--- src/logic/wdrw_pkg.sv ---
// Package for the windowed watchdog: register offsets, option fields,
// reload counts and timing constants.
// Assumes a byte-wide register port with 20-bit addresses.
package wdrw_pkg;
   // ----------------------------------------------------------------
   // Register offsets
   // ----------------------------------------------------------------
   localparam logic [19:0] WDRW_OFF_DETECT   = 20'h0002c;
   localparam logic [19:0] WDRW_OFF_PROTECT  = 20'h0037c;
   localparam logic [19:0] WDRW_OFF_REFRESH  = 20'h0037d;
   localparam logic [19:0] WDRW_OFF_START    = 20'h0037e;
   localparam logic [19:0] WDRW_OFF_READOUT  = 20'h0037f;
   localparam logic [19:0] WDRW_OFF_OPT_TWO  = 20'hfffdb;
   localparam logic [19:0] WDRW_OFF_OPT_ONE  = 20'hfffff;
   localparam logic [19:0] WDRW_OFF_IRQ_MASK = 20'h00380;

   // ----------------------------------------------------------------
   // Field positions
   // ----------------------------------------------------------------
   localparam int WDRW_DETECT_BIT     = 3;
   localparam int WDRW_PROTECT_BIT    = 7;
   localparam int WDRW_AUTO_START_BIT = 0;
   localparam int WDRW_PROT_INIT_BIT  = 1;
   localparam int WDRW_RELOAD_LSB     = 0;
   localparam int WDRW_DUTY_LSB       = 2;

   // ----------------------------------------------------------------
   // Values
   // ----------------------------------------------------------------
   localparam logic [13:0] WDRW_RELOAD_0 = 14'h03ff;
   localparam logic [13:0] WDRW_RELOAD_1 = 14'h0fff;
   localparam logic [13:0] WDRW_RELOAD_2 = 14'h1fff;
   localparam logic [13:0] WDRW_RELOAD_3 = 14'h3fff;
   localparam logic [7:0]  WDRW_REFRESH_FIRST  = 8'h00;
   localparam logic [7:0]  WDRW_REFRESH_SECOND = 8'hff;
   localparam logic [7:0]  WDRW_OPT_TWO_RSVD   = 8'hf0;

   // ----------------------------------------------------------------
   // Timing
   // ----------------------------------------------------------------
   localparam int WDRW_SYS_CLK_KHZ = 125000;
   localparam int WDRW_OSC_KHZ     = 125;
   localparam int WDRW_OSC_DIV     = WDRW_SYS_CLK_KHZ / WDRW_OSC_KHZ;
endpackage : wdrw_pkg

--- src/logic/wdrw_watchdog.sv ---
// Windowed watchdog timer with protect mode, refresh window and
// software or automatic start.
// Assumes synchronous byte-wide register port; option bytes arrive as
// stable inputs from nonvolatile storage.
//
// Contract
// - In protect mode the counter is clocked by the dedicated 125 kHz tick.
// - Reload select 00/01/10/11 gives 03FFh/0FFFh/1FFFh/3FFFh.
// - Duty field 00/01/10/11 permits refresh in 25/50/75/100 percent.
// - Writing 00h then FFh to the refresh register reloads the counter.
// - Auto start select 0 starts counting after reset, 1 keeps it stopped.
// - Any write to the start register starts counting, except in the boot cycle right after reset.
// - Without protect mode the readout gives counter bits 10 down to 5.
// - In protect mode the readout slice follows the reload select field.
// - Underflow sets the detection flag at bit 3 of the status register.
// - Bit 7 of the protect control register enables protect mode.
// - Protect initial state 0 makes protect mode active from reset.
module wdrw_watchdog #(
   parameter int OSC_DIV = wdrw_pkg::WDRW_OSC_DIV
) (
   input  wire logic        sys_clk,
   input  wire logic        srst,
   input  wire logic [19:0] addr,
   input  wire logic [7:0]  wdata,
   input  wire logic        wr_stb,
   input  wire logic        rd_stb,
   output logic      [7:0]  rdata,
   input  wire logic [7:0]  first_option_byte,
   input  wire logic [7:0]  second_option_byte,
   output logic             wdt_reset_req,
   output logic             irq
);
   import wdrw_pkg::*;

   // Elaboration check: the tick divider is a 16-bit counter.
   generate
      if (OSC_DIV < 1 || OSC_DIV > 65535) begin : g_bad_div
         $error("OSC_DIV out of range");
      end
   endgenerate

   // ----------------------------------------------------------------
   // Decode
   // ----------------------------------------------------------------
   wire wr_detect  = wr_stb && addr == WDRW_OFF_DETECT;
   wire wr_protect = wr_stb && addr == WDRW_OFF_PROTECT;
   wire wr_refresh = wr_stb && addr == WDRW_OFF_REFRESH;
   wire wr_start   = wr_stb && addr == WDRW_OFF_START;
   wire wr_mask    = wr_stb && addr == WDRW_OFF_IRQ_MASK;
   wire [1:0] reload_sel = second_option_byte[WDRW_RELOAD_LSB +: 2];
   wire [1:0] duty_sel   = second_option_byte[WDRW_DUTY_LSB +: 2];

   function automatic logic [13:0] reload_of(input logic [1:0] s);
      unique case (s)
         2'h0: reload_of = WDRW_RELOAD_0;
         2'h1: reload_of = WDRW_RELOAD_1;
         2'h2: reload_of = WDRW_RELOAD_2;
         2'h3: reload_of = WDRW_RELOAD_3;
      endcase
   endfunction : reload_of

   // ----------------------------------------------------------------
   // State
   // ----------------------------------------------------------------
   logic        protect_mode_enable;
   logic        running;
   logic        armed;
   logic        boot;
   logic [13:0] count;
   logic [15:0] osc_cnt;
   logic        underflow_detect_flag;
   logic        irq_mask;

   wire [13:0] reload_val = reload_of(reload_sel);
   wire        osc_tick   = osc_cnt == 16'(OSC_DIV - 1);
   wire        src_tick   = protect_mode_enable ? osc_tick : 1'b1;
   wire        dec        = running && src_tick;
   wire        underflow  = dec && count == 14'h0000;
   // Window: refresh allowed once count is at or below fraction of reload.
   wire [15:0] win_lim    = 16'(({2'h0, reload_val} * ({14'h0, duty_sel}
                            + 16'h1)) >> 2);
   wire        in_window  = {2'h0, count} <= win_lim;
   wire        refresh_ok = wr_refresh && wdata == WDRW_REFRESH_SECOND
                            && armed && in_window;

   always_ff @(posedge sys_clk) begin
      if (srst) begin
         boot <= 1'b1;
         protect_mode_enable <= 1'b0;
         running <= 1'b0;
      end else begin
         boot <= 1'b0;
         if (boot) begin
            protect_mode_enable <=
               !first_option_byte[WDRW_PROT_INIT_BIT];
            running <= !first_option_byte[WDRW_AUTO_START_BIT];
         end else begin
            if (wr_protect) begin
               protect_mode_enable <= wdata[WDRW_PROTECT_BIT];
            end
            if (wr_start) begin
               running <= 1'b1;
            end
         end
      end
   end

   always_ff @(posedge sys_clk) begin
      if (srst || osc_tick) begin
         osc_cnt <= 16'h0000;
      end else begin
         osc_cnt <= osc_cnt + 16'h0001;
      end
   end

   always_ff @(posedge sys_clk) begin
      if (srst) begin
         count <= WDRW_RELOAD_3;
         armed <= 1'b0;
      end else begin
         if (wr_refresh) begin
            armed <= wdata == WDRW_REFRESH_FIRST;
         end
         if (boot || refresh_ok || underflow) begin
            count <= reload_val;
         end else if (dec) begin
            count <= count - 14'h0001;
         end
      end
   end

   // ----------------------------------------------------------------
   // Status, mask and interrupt
   // ----------------------------------------------------------------
   always_ff @(posedge sys_clk) begin
      if (srst) begin
         underflow_detect_flag <= 1'b0;
         irq_mask <= 1'b0;
         wdt_reset_req <= 1'b0;
      end else begin
         wdt_reset_req <= underflow;
         if (underflow) begin
            underflow_detect_flag <= 1'b1;
         end else if (wr_detect && wdata[WDRW_DETECT_BIT]) begin
            underflow_detect_flag <= 1'b0;
         end
         if (wr_mask) begin
            irq_mask <= wdata[WDRW_DETECT_BIT];
         end
      end
   end

   assign irq = underflow_detect_flag && irq_mask;

   // ----------------------------------------------------------------
   // Readback
   // ----------------------------------------------------------------
   logic [5:0] slice;
   always_comb begin
      if (!protect_mode_enable) begin
         slice = count[10:5];
      end else begin
         unique case (reload_sel)
            2'h0: slice = count[5:0];
            2'h1: slice = count[8:3];
            2'h2: slice = count[9:4];
            2'h3: slice = count[10:5];
         endcase
      end
   end

   wire [7:0] rd_mux =
      addr == WDRW_OFF_DETECT  ? 8'({underflow_detect_flag, 3'h0}) :
      addr == WDRW_OFF_PROTECT ? {protect_mode_enable, 7'h00} :
      addr == WDRW_OFF_READOUT ? {2'h0, slice} :
      addr == WDRW_OFF_IRQ_MASK ? 8'({irq_mask, 3'h0}) :
      addr == WDRW_OFF_OPT_TWO ? second_option_byte :
      addr == WDRW_OFF_OPT_ONE ? first_option_byte : 8'h00;

   always_ff @(posedge sys_clk) begin
      if (srst) begin
         rdata <= 8'h00;
      end else begin
         rdata <= rd_stb ? rd_mux : 8'h00;
      end
   end
endmodule : wdrw_watchdog

--- config.mk ---
export PLATFORM = sky130hd
export DESIGN_NAME = wdrw_watchdog
export DESIGN_NICKNAME = d
export VERILOG_FILES = /design/src/logic/wdrw_pkg.sv /design/src/logic/wdrw_watchdog.sv
export SDC_FILE = /design/constraint.sdc
export NUM_CORES = 1
export LEC_CHECK = 0
export BUFFER_PORTS_ARGS = -buffer_cell sky130_fd_sc_hd__buf_2
export CAP_MARGIN = 20
export CORE_AREA = 2 2 63 109
export CTS_CLUSTER_DIAMETER = 120
export CTS_CLUSTER_SIZE = 12
export DETAILED_ROUTE_END_ITERATION = 8
export DIE_AREA = 0 0 65 111
export PLACE_DENSITY = 0.73
export SETUP_SLACK_MARGIN = 0.05
export SYNTH_ARGS = -nofsm -noshare
export SYNTH_HDL_FRONTEND = slang
export SYNTH_SLANG_ARGS = --single-unit
--- constraint.sdc ---
create_clock -name sys_clk -period 6.39 [get_ports sys_clk]
set_clock_uncertainty 0.05 [all_clocks]
set_input_delay 0.9585 -clock sys_clk [delete_from_list [all_inputs] [get_ports sys_clk]]
set_output_delay 0.9585 -clock sys_clk [all_outputs]
set_load 0.1 [all_outputs]
* Word level (Yosys, flattened, before mapping)
Index checks and enable logic that the tools add are counted.
** Storage, ports and cells
- Bits in registers :: 45
- Bits of input ports :: 48
- Output and inout port bits :: 10
** Operators by class
- $add $sub $neg :: 3
- Muxes and demuxes :: 19
- Reduce and logical (&&, ||, !) cells :: 28
- Equal/unequal tests :: 13
- Order comparisons :: 1
- Multiply operators :: 1
- Bitwise operators :: 1
** Operators with widths (count)
- $eq A20 B10 Y1 const B :: 5
- $pmux W14 S4 :: 1
- $eq A20 B20 Y1 const B :: 2
- $mux W8 :: 5
- $mux W14 :: 2
- $pmux W6 S4 :: 1
- $eq A20 B6 Y1 const B :: 1
- $add A16 B1 Y16 const B :: 1
- $eq A16 B10 Y1 const B :: 1
- $mul A14 B3 Y16 :: 1
- $le A14 B14 Y1 :: 1
- $logic_not A14 Y1 :: 1
- $sub A14 B1 Y14 const B :: 1
- $logic_and A1 B1 Y1 :: 12
- $eq A8 B8 Y1 const B :: 1
- $logic_not A8 Y1 :: 1
- $mux W1 :: 8
- $reduce_bool A2 Y1 :: 4
- $mux W6 :: 1
- $reduce_or A6 Y1 :: 1
- $eq A2 B2 Y1 const B :: 2
- $mux W4 :: 1
- $reduce_or A4 Y1 :: 1
- $add A2 B1 Y3 const B :: 1
- other kinds (7) :: 10

* Longest topological paths before layout
- Depth in word-level cells :: 8
- Mapped depth :: 19
- Mapped depth without buffers :: 19

* Least setup slack after synthesis
No wires, ideal clock.
- Kind :: input to register
- From :: input port second_option_byte[0]
- To :: register count[10]
- Setup time :: 0.132 ns
- Required time :: 6.208 ns
- Path slack :: 1.158 ns
- Arrival time :: 5.050 ns
- Stages :: 18
- Cells stage by stage :: clkbuf_1 clkbuf_1 or2_2 nand2_1 fa_1 inv_1 ha_1 or2_2 a21oi_1 a21oi_1 xnor2_1 ha_1 nand4_1 or4_1 nor3b_1 a221oi_1 nor2_1 mux2i_1
** Between the ends
- Word-level cells in the longest chain between the ends :: 8
- Elaborated cells on any way between the ends :: 12
- Those cells by class :: 1 x mul; 1 x order compare; 3 x eq/ne; 2 x mux; 5 x reduce/logical
** Ends and longest elaborated chain
- start: declaration :: RTL line wdrw_watchdog.sv:29 : input wire logic [7:0] second_option_byte,
- $eq A2 B2 Y1 (tied with other cells) :: RTL line wdrw_watchdog.sv:54 : unique case (s)
- $pmux W14 S4 (*) :: RTL line wdrw_watchdog.sv:54
- $mul A14 B3 Y16 :: RTL line wdrw_watchdog.sv:80 : wire [15:0] win_lim = 16'(({2'h0, reload_val} * ({14'h0, duty_sel}
- $le A14 B14 Y1 :: RTL line wdrw_watchdog.sv:82 : wire in_window = {2'h0, count} <= win_lim;
- $logic_and A1 B1 Y1 :: RTL line wdrw_watchdog.sv:84 : && armed && in_window;
- $logic_or A1 B1 Y1 (2 in series) :: RTL line wdrw_watchdog.sv:124 : if (boot || refresh_ok || underflow) begin
- $mux W14 or $reduce_bool A2 Y1 (tied branches)
- end signal: assignment :: RTL line wdrw_watchdog.sv:125 : count <= reload_val;
- end signal: assignment :: RTL line wdrw_watchdog.sv:127 : count <= count - 14'h0001;
- end: declaration :: RTL line wdrw_watchdog.sv:69 : logic [13:0] count;
Every way passes the cells marked *; elsewhere a longest branch is shown, timed or not. The select of a mux whose other input is x is not followed.
A chain may end at the register's enable or synchronous reset.

* Final worst setup path
- From :: input port second_option_byte[2]
- To :: register count[11]
** Between the ends
- Word-level cells in the longest chain between the ends :: 7
- Elaborated cells on any way between the ends :: 8
- Those cells by class :: 1 x add/sub; 1 x mul; 1 x order compare; 1 x mux; 4 x reduce/logical
** Ends and longest elaborated chain
- $add A2 B1 Y3 (*) :: RTL line wdrw_watchdog.sv:81 : + 16'h1)) >> 2);
- $mul A14 B3 Y16 (*) :: RTL line wdrw_watchdog.sv:80
- $le A14 B14 Y1 (*) :: RTL line wdrw_watchdog.sv:82
- $logic_and A1 B1 Y1 (*) :: RTL line wdrw_watchdog.sv:84
- $logic_or A1 B1 Y1 (*) (2 in series) :: RTL line wdrw_watchdog.sv:124
- $mux W14 or $reduce_bool A2 Y1 (tied branches)
Every way passes the cells marked *; elsewhere a longest branch is shown, timed or not.

==> results.md <==
- Final worst slack: 1.03 ns
- Tmin final: 5.36 ns
- First-pass GRT wire length: 14.0 mm
- Crit-path cells: buf_2 -> inv_1 -> ha_1 -> inv_1 -> ha_1 -> inv_1 -> fa_1 -> fa_1 -> o21ai_0 -> a21o_1 -> a21oi_1 -> o21ai_0 -> xnor2_1 -> ha_1 -> nand4_1 -> or4_1 -> nor3b_1 -> a221oi_1 -> nor2_1 -> mux2i_1
- Hold Path Class: reg2reg
- Total via count in the routed design: 3169
- DRC: 0
- # diodes: 0
- Final Routed Wirelength: 8.48 mm
- Max incr delay on CP: 0.57 ns
- CP endpoint: count[11]
- Setup TNS: 0 ns
- Fin nets: 546
- Layout cell share with drive strength beyond 1: 17.5%
- Total power: 0.713 mW
- Inserted Clock Buffers: 5
- Final hold violations: 0
- Starting DRT DRC Count: 176
- Die area: 7220 sq um
- CP endpoint kind: register
- Post-Synthesis Cells: 412
- Slew @ Worst Pin: 0.651 ns
- Rows: 39
- Via/cell ratio: 5.81
- Post-synth ARST share: 0%
- Total grt overflow: 0
- Crit path arrival time: 5.48 ns
- Io pins: 58
- Synth Cell Area: 3370 sq um
- Clock transition at path regs: 0.06 ns
- Final worst-path cycle share: 83.9%
- CP startpoint: second_option_byte[2]
- CTS tree: done
- Core area: 6390 sq um
- Largest net degree at the start of global routing: 21
- Max FO, Critical Path: 7
- #FFs+latches synth: 45
- Predominant post-synthesis flop cell: dfxtp_1
- Placed insts: 538
- DRT Pass-1 Iters: 5
- Seq/Total Area, Yosys: 26.7%
- Synth warn: 0
- Gr usage total: 24.5%
- Syn_nets: 495
- # Post-CTS Setup Buffers: 0
- Finish-stage setup viols: 0
- Leak pwr: 1.61 nW
- Unrepaired setup endpoints after global routing: no
- Chip width: 65 um
- Area growth from synthesis to layout: 14.1%
- WL/cell: 15.6 um
- VDD IR max: 108 uV
- Starting Density: 52.8%
- Initial antenna violation count: 0
- Vias in the first global route: 3120
- Htree depth: 2
- Worst path depth: 20
- Outcome: complete, no violations
- Max Cap Viol: 0
- R2R Path Start: osc_cnt[0]
- Max-slew violations: 0
- Crit start category: input pin
- Final Instance Count excl. Fillers: 545
- Buffers & Inverters on Critical Path: 4
- Worst endpoint required time: 6.50 ns
- Clk Latency, worst-skew pair: 0.30 ns
- # hold bufs at CTS: 0
- Post_cts resized: 0
- Post-synthesis cell type count: 58
- # clock sinks: 45
- Die span in y: 111 um
- Slowest-stage cell, CP: or4_1
- Post-synth EDFFs: 0
- Mean Syn Cell Area: 8.18 sq um
- Critical R2R Capture: count[11]
- Antenna-violating nets left: 0
- Kind of critical path: in2reg
- R2r setup slk: 3.82 ns
- Power density over cell area: 185 nW/um^2
- Maximum clock frequency: 186 MHz
- Routability Congestion: 0.840
- Fillcell total: 611
- Post-Place Setup Slack: 0.735 ns
- Clk root buf: clkbuf_16
- Port Buf Inserts: 57
- Worst hold margin: 0.417 ns
- R2R cell count: 7
- CTS max path bufs: 2
- DP Wirelength: 6.66 mm
- Slew margin rel.: 56.5%
- CP top delay family: adder cells
[final cells by class]
cell class / instances / area (sq um) / area share (%)
inverter: 20 / 75.1 / 1.95
clock inverter: 2 / 16.3 / 0.423
sequential: 45 / 901 / 23.4
tap: 82 / 103 / 2.67
multi-input combinational: 334 / 2340 / 60.9
clock buffer: 5 / 125 / 3.25
timing repair buffer: 57 / 285 / 7.41
[registers in the layout, summed over array words and instances, names as in the netlist]
register and flops:
running 1, count 14, rdata 8, underflow_detect_flag 1
boot 1, osc_cnt 16, wdt_reset_req 1, irq_mask 1
protect_mode_enable 1, armed 1
[Yosys cell counts (3+ instances only)]
| master | count | area share, % |
|---|---|---|
| nand2_1 | 47 | 5.2 |
| nor2_1 | 46 | 5.1 |
| dfxtp_1 | 45 | 27 |
| ha_1 | 30 | 11 |
| a21oi_1 | 23 | 3.4 |
| inv_1 | 20 | 2.2 |
| xor2_1 | 19 | 4.9 |
| nand3_1 | 17 | 2.5 |
| nand4_1 | 15 | 2.8 |
| xnor2_1 | 13 | 3.4 |
| clkbuf_1 | 12 | 1.3 |
| mux2i_1 | 11 | 3.3 |
| o21ai_0 | 11 | 1.6 |
| nor4_1 | 8 | 1.5 |
| a211oi_1 | 6 | 1.3 |
| a21o_1 | 6 | 1.3 |
| a222oi_1 | 5 | 1.5 |
| a22o_1 | 5 | 1.3 |
| fa_1 | 5 | 3.0 |
| nand2b_1 | 5 | 0.93 |
| nor3_1 | 5 | 0.74 |
| and3_1 | 4 | 0.74 |
| nor2b_1 | 4 | 0.74 |
| a31o_2 | 3 | 0.78 |
| and4_1 | 3 | 0.78 |
| or4_1 | 3 | 0.67 |
[cell families (layout without fill, tap and decap cells)]
group                      after synthesis  after routing  share of synthesized area [%]
and+or+nand+nor                        182            182                           28.6
AOI/OAI and AO/OA                       73             73                           14.9
DFF                                     45             45                           26.7
adders and majority gates               35             35                           14.1
buffers and inverters                   33             84                           3.78
xor gates and xnor gates                32             32                           8.31
muxes                                   12             12                           3.60
[worst min path at each step]
stage / from / to / slack [ns] / cells after the start
after detailed placement: osc_cnt[0] / osc_cnt[0] / 0.41 / 1
after global placement: osc_cnt[0] / osc_cnt[0] / 0.39 / 1
after global routing: osc_cnt[0] / osc_cnt[0] / 0.44 / 1
after floorplan: osc_cnt[0] / osc_cnt[0] / 0.38 / 1
after CTS: osc_cnt[0] / osc_cnt[0] / 0.42 / 1
final: osc_cnt[0] / osc_cnt[0] / 0.42 / 1
[layout by cell type, fill, tap and decap left out, types with 6 or more instances in the layout]
master	netlist	routed
a211oi_1	6	6
a21o_1	6	6
a21oi_1	23	23
buf_2	0	57
dfxtp_1	45	45
ha_1	30	30
inv_1	20	20
mux2i_1	11	11
nand2_1	47	47
nand3_1	17	17
nand4_1	15	15
nor2_1	46	46
nor4_1	8	8
o21ai_0	11	11
xnor2_1	13	13
xor2_1	19	19
[stage by stage]
step / util (%) / instance area, sq um
6_report: 60.2 / 3850
3_3_place_gp: 58.0 / 3710
3_5_place_dp: 58.0 / 3710
2_1_floorplan: - / 3370
5_1_grt: 60.2 / 3850
4_1_cts: 60.2 / 3850
[routing by layer]
metal	track usage, %	wire [um]	part of all wire [%]
met5	0	0	0
met4	11.2	259	3.1
met3	2.84	334	3.9
met2	46.7	4800	57
met1	25.5	3090	36
[power breakdown]
part | switching (mW) | internal [mW]
clock network | 0.109 | 0.143
registers | 0.00604 | 0.285
logic | 0.0939 | 0.0761
total | 0.209 | 0.504
No activity file was read; power rests on OpenSTA's default activity.
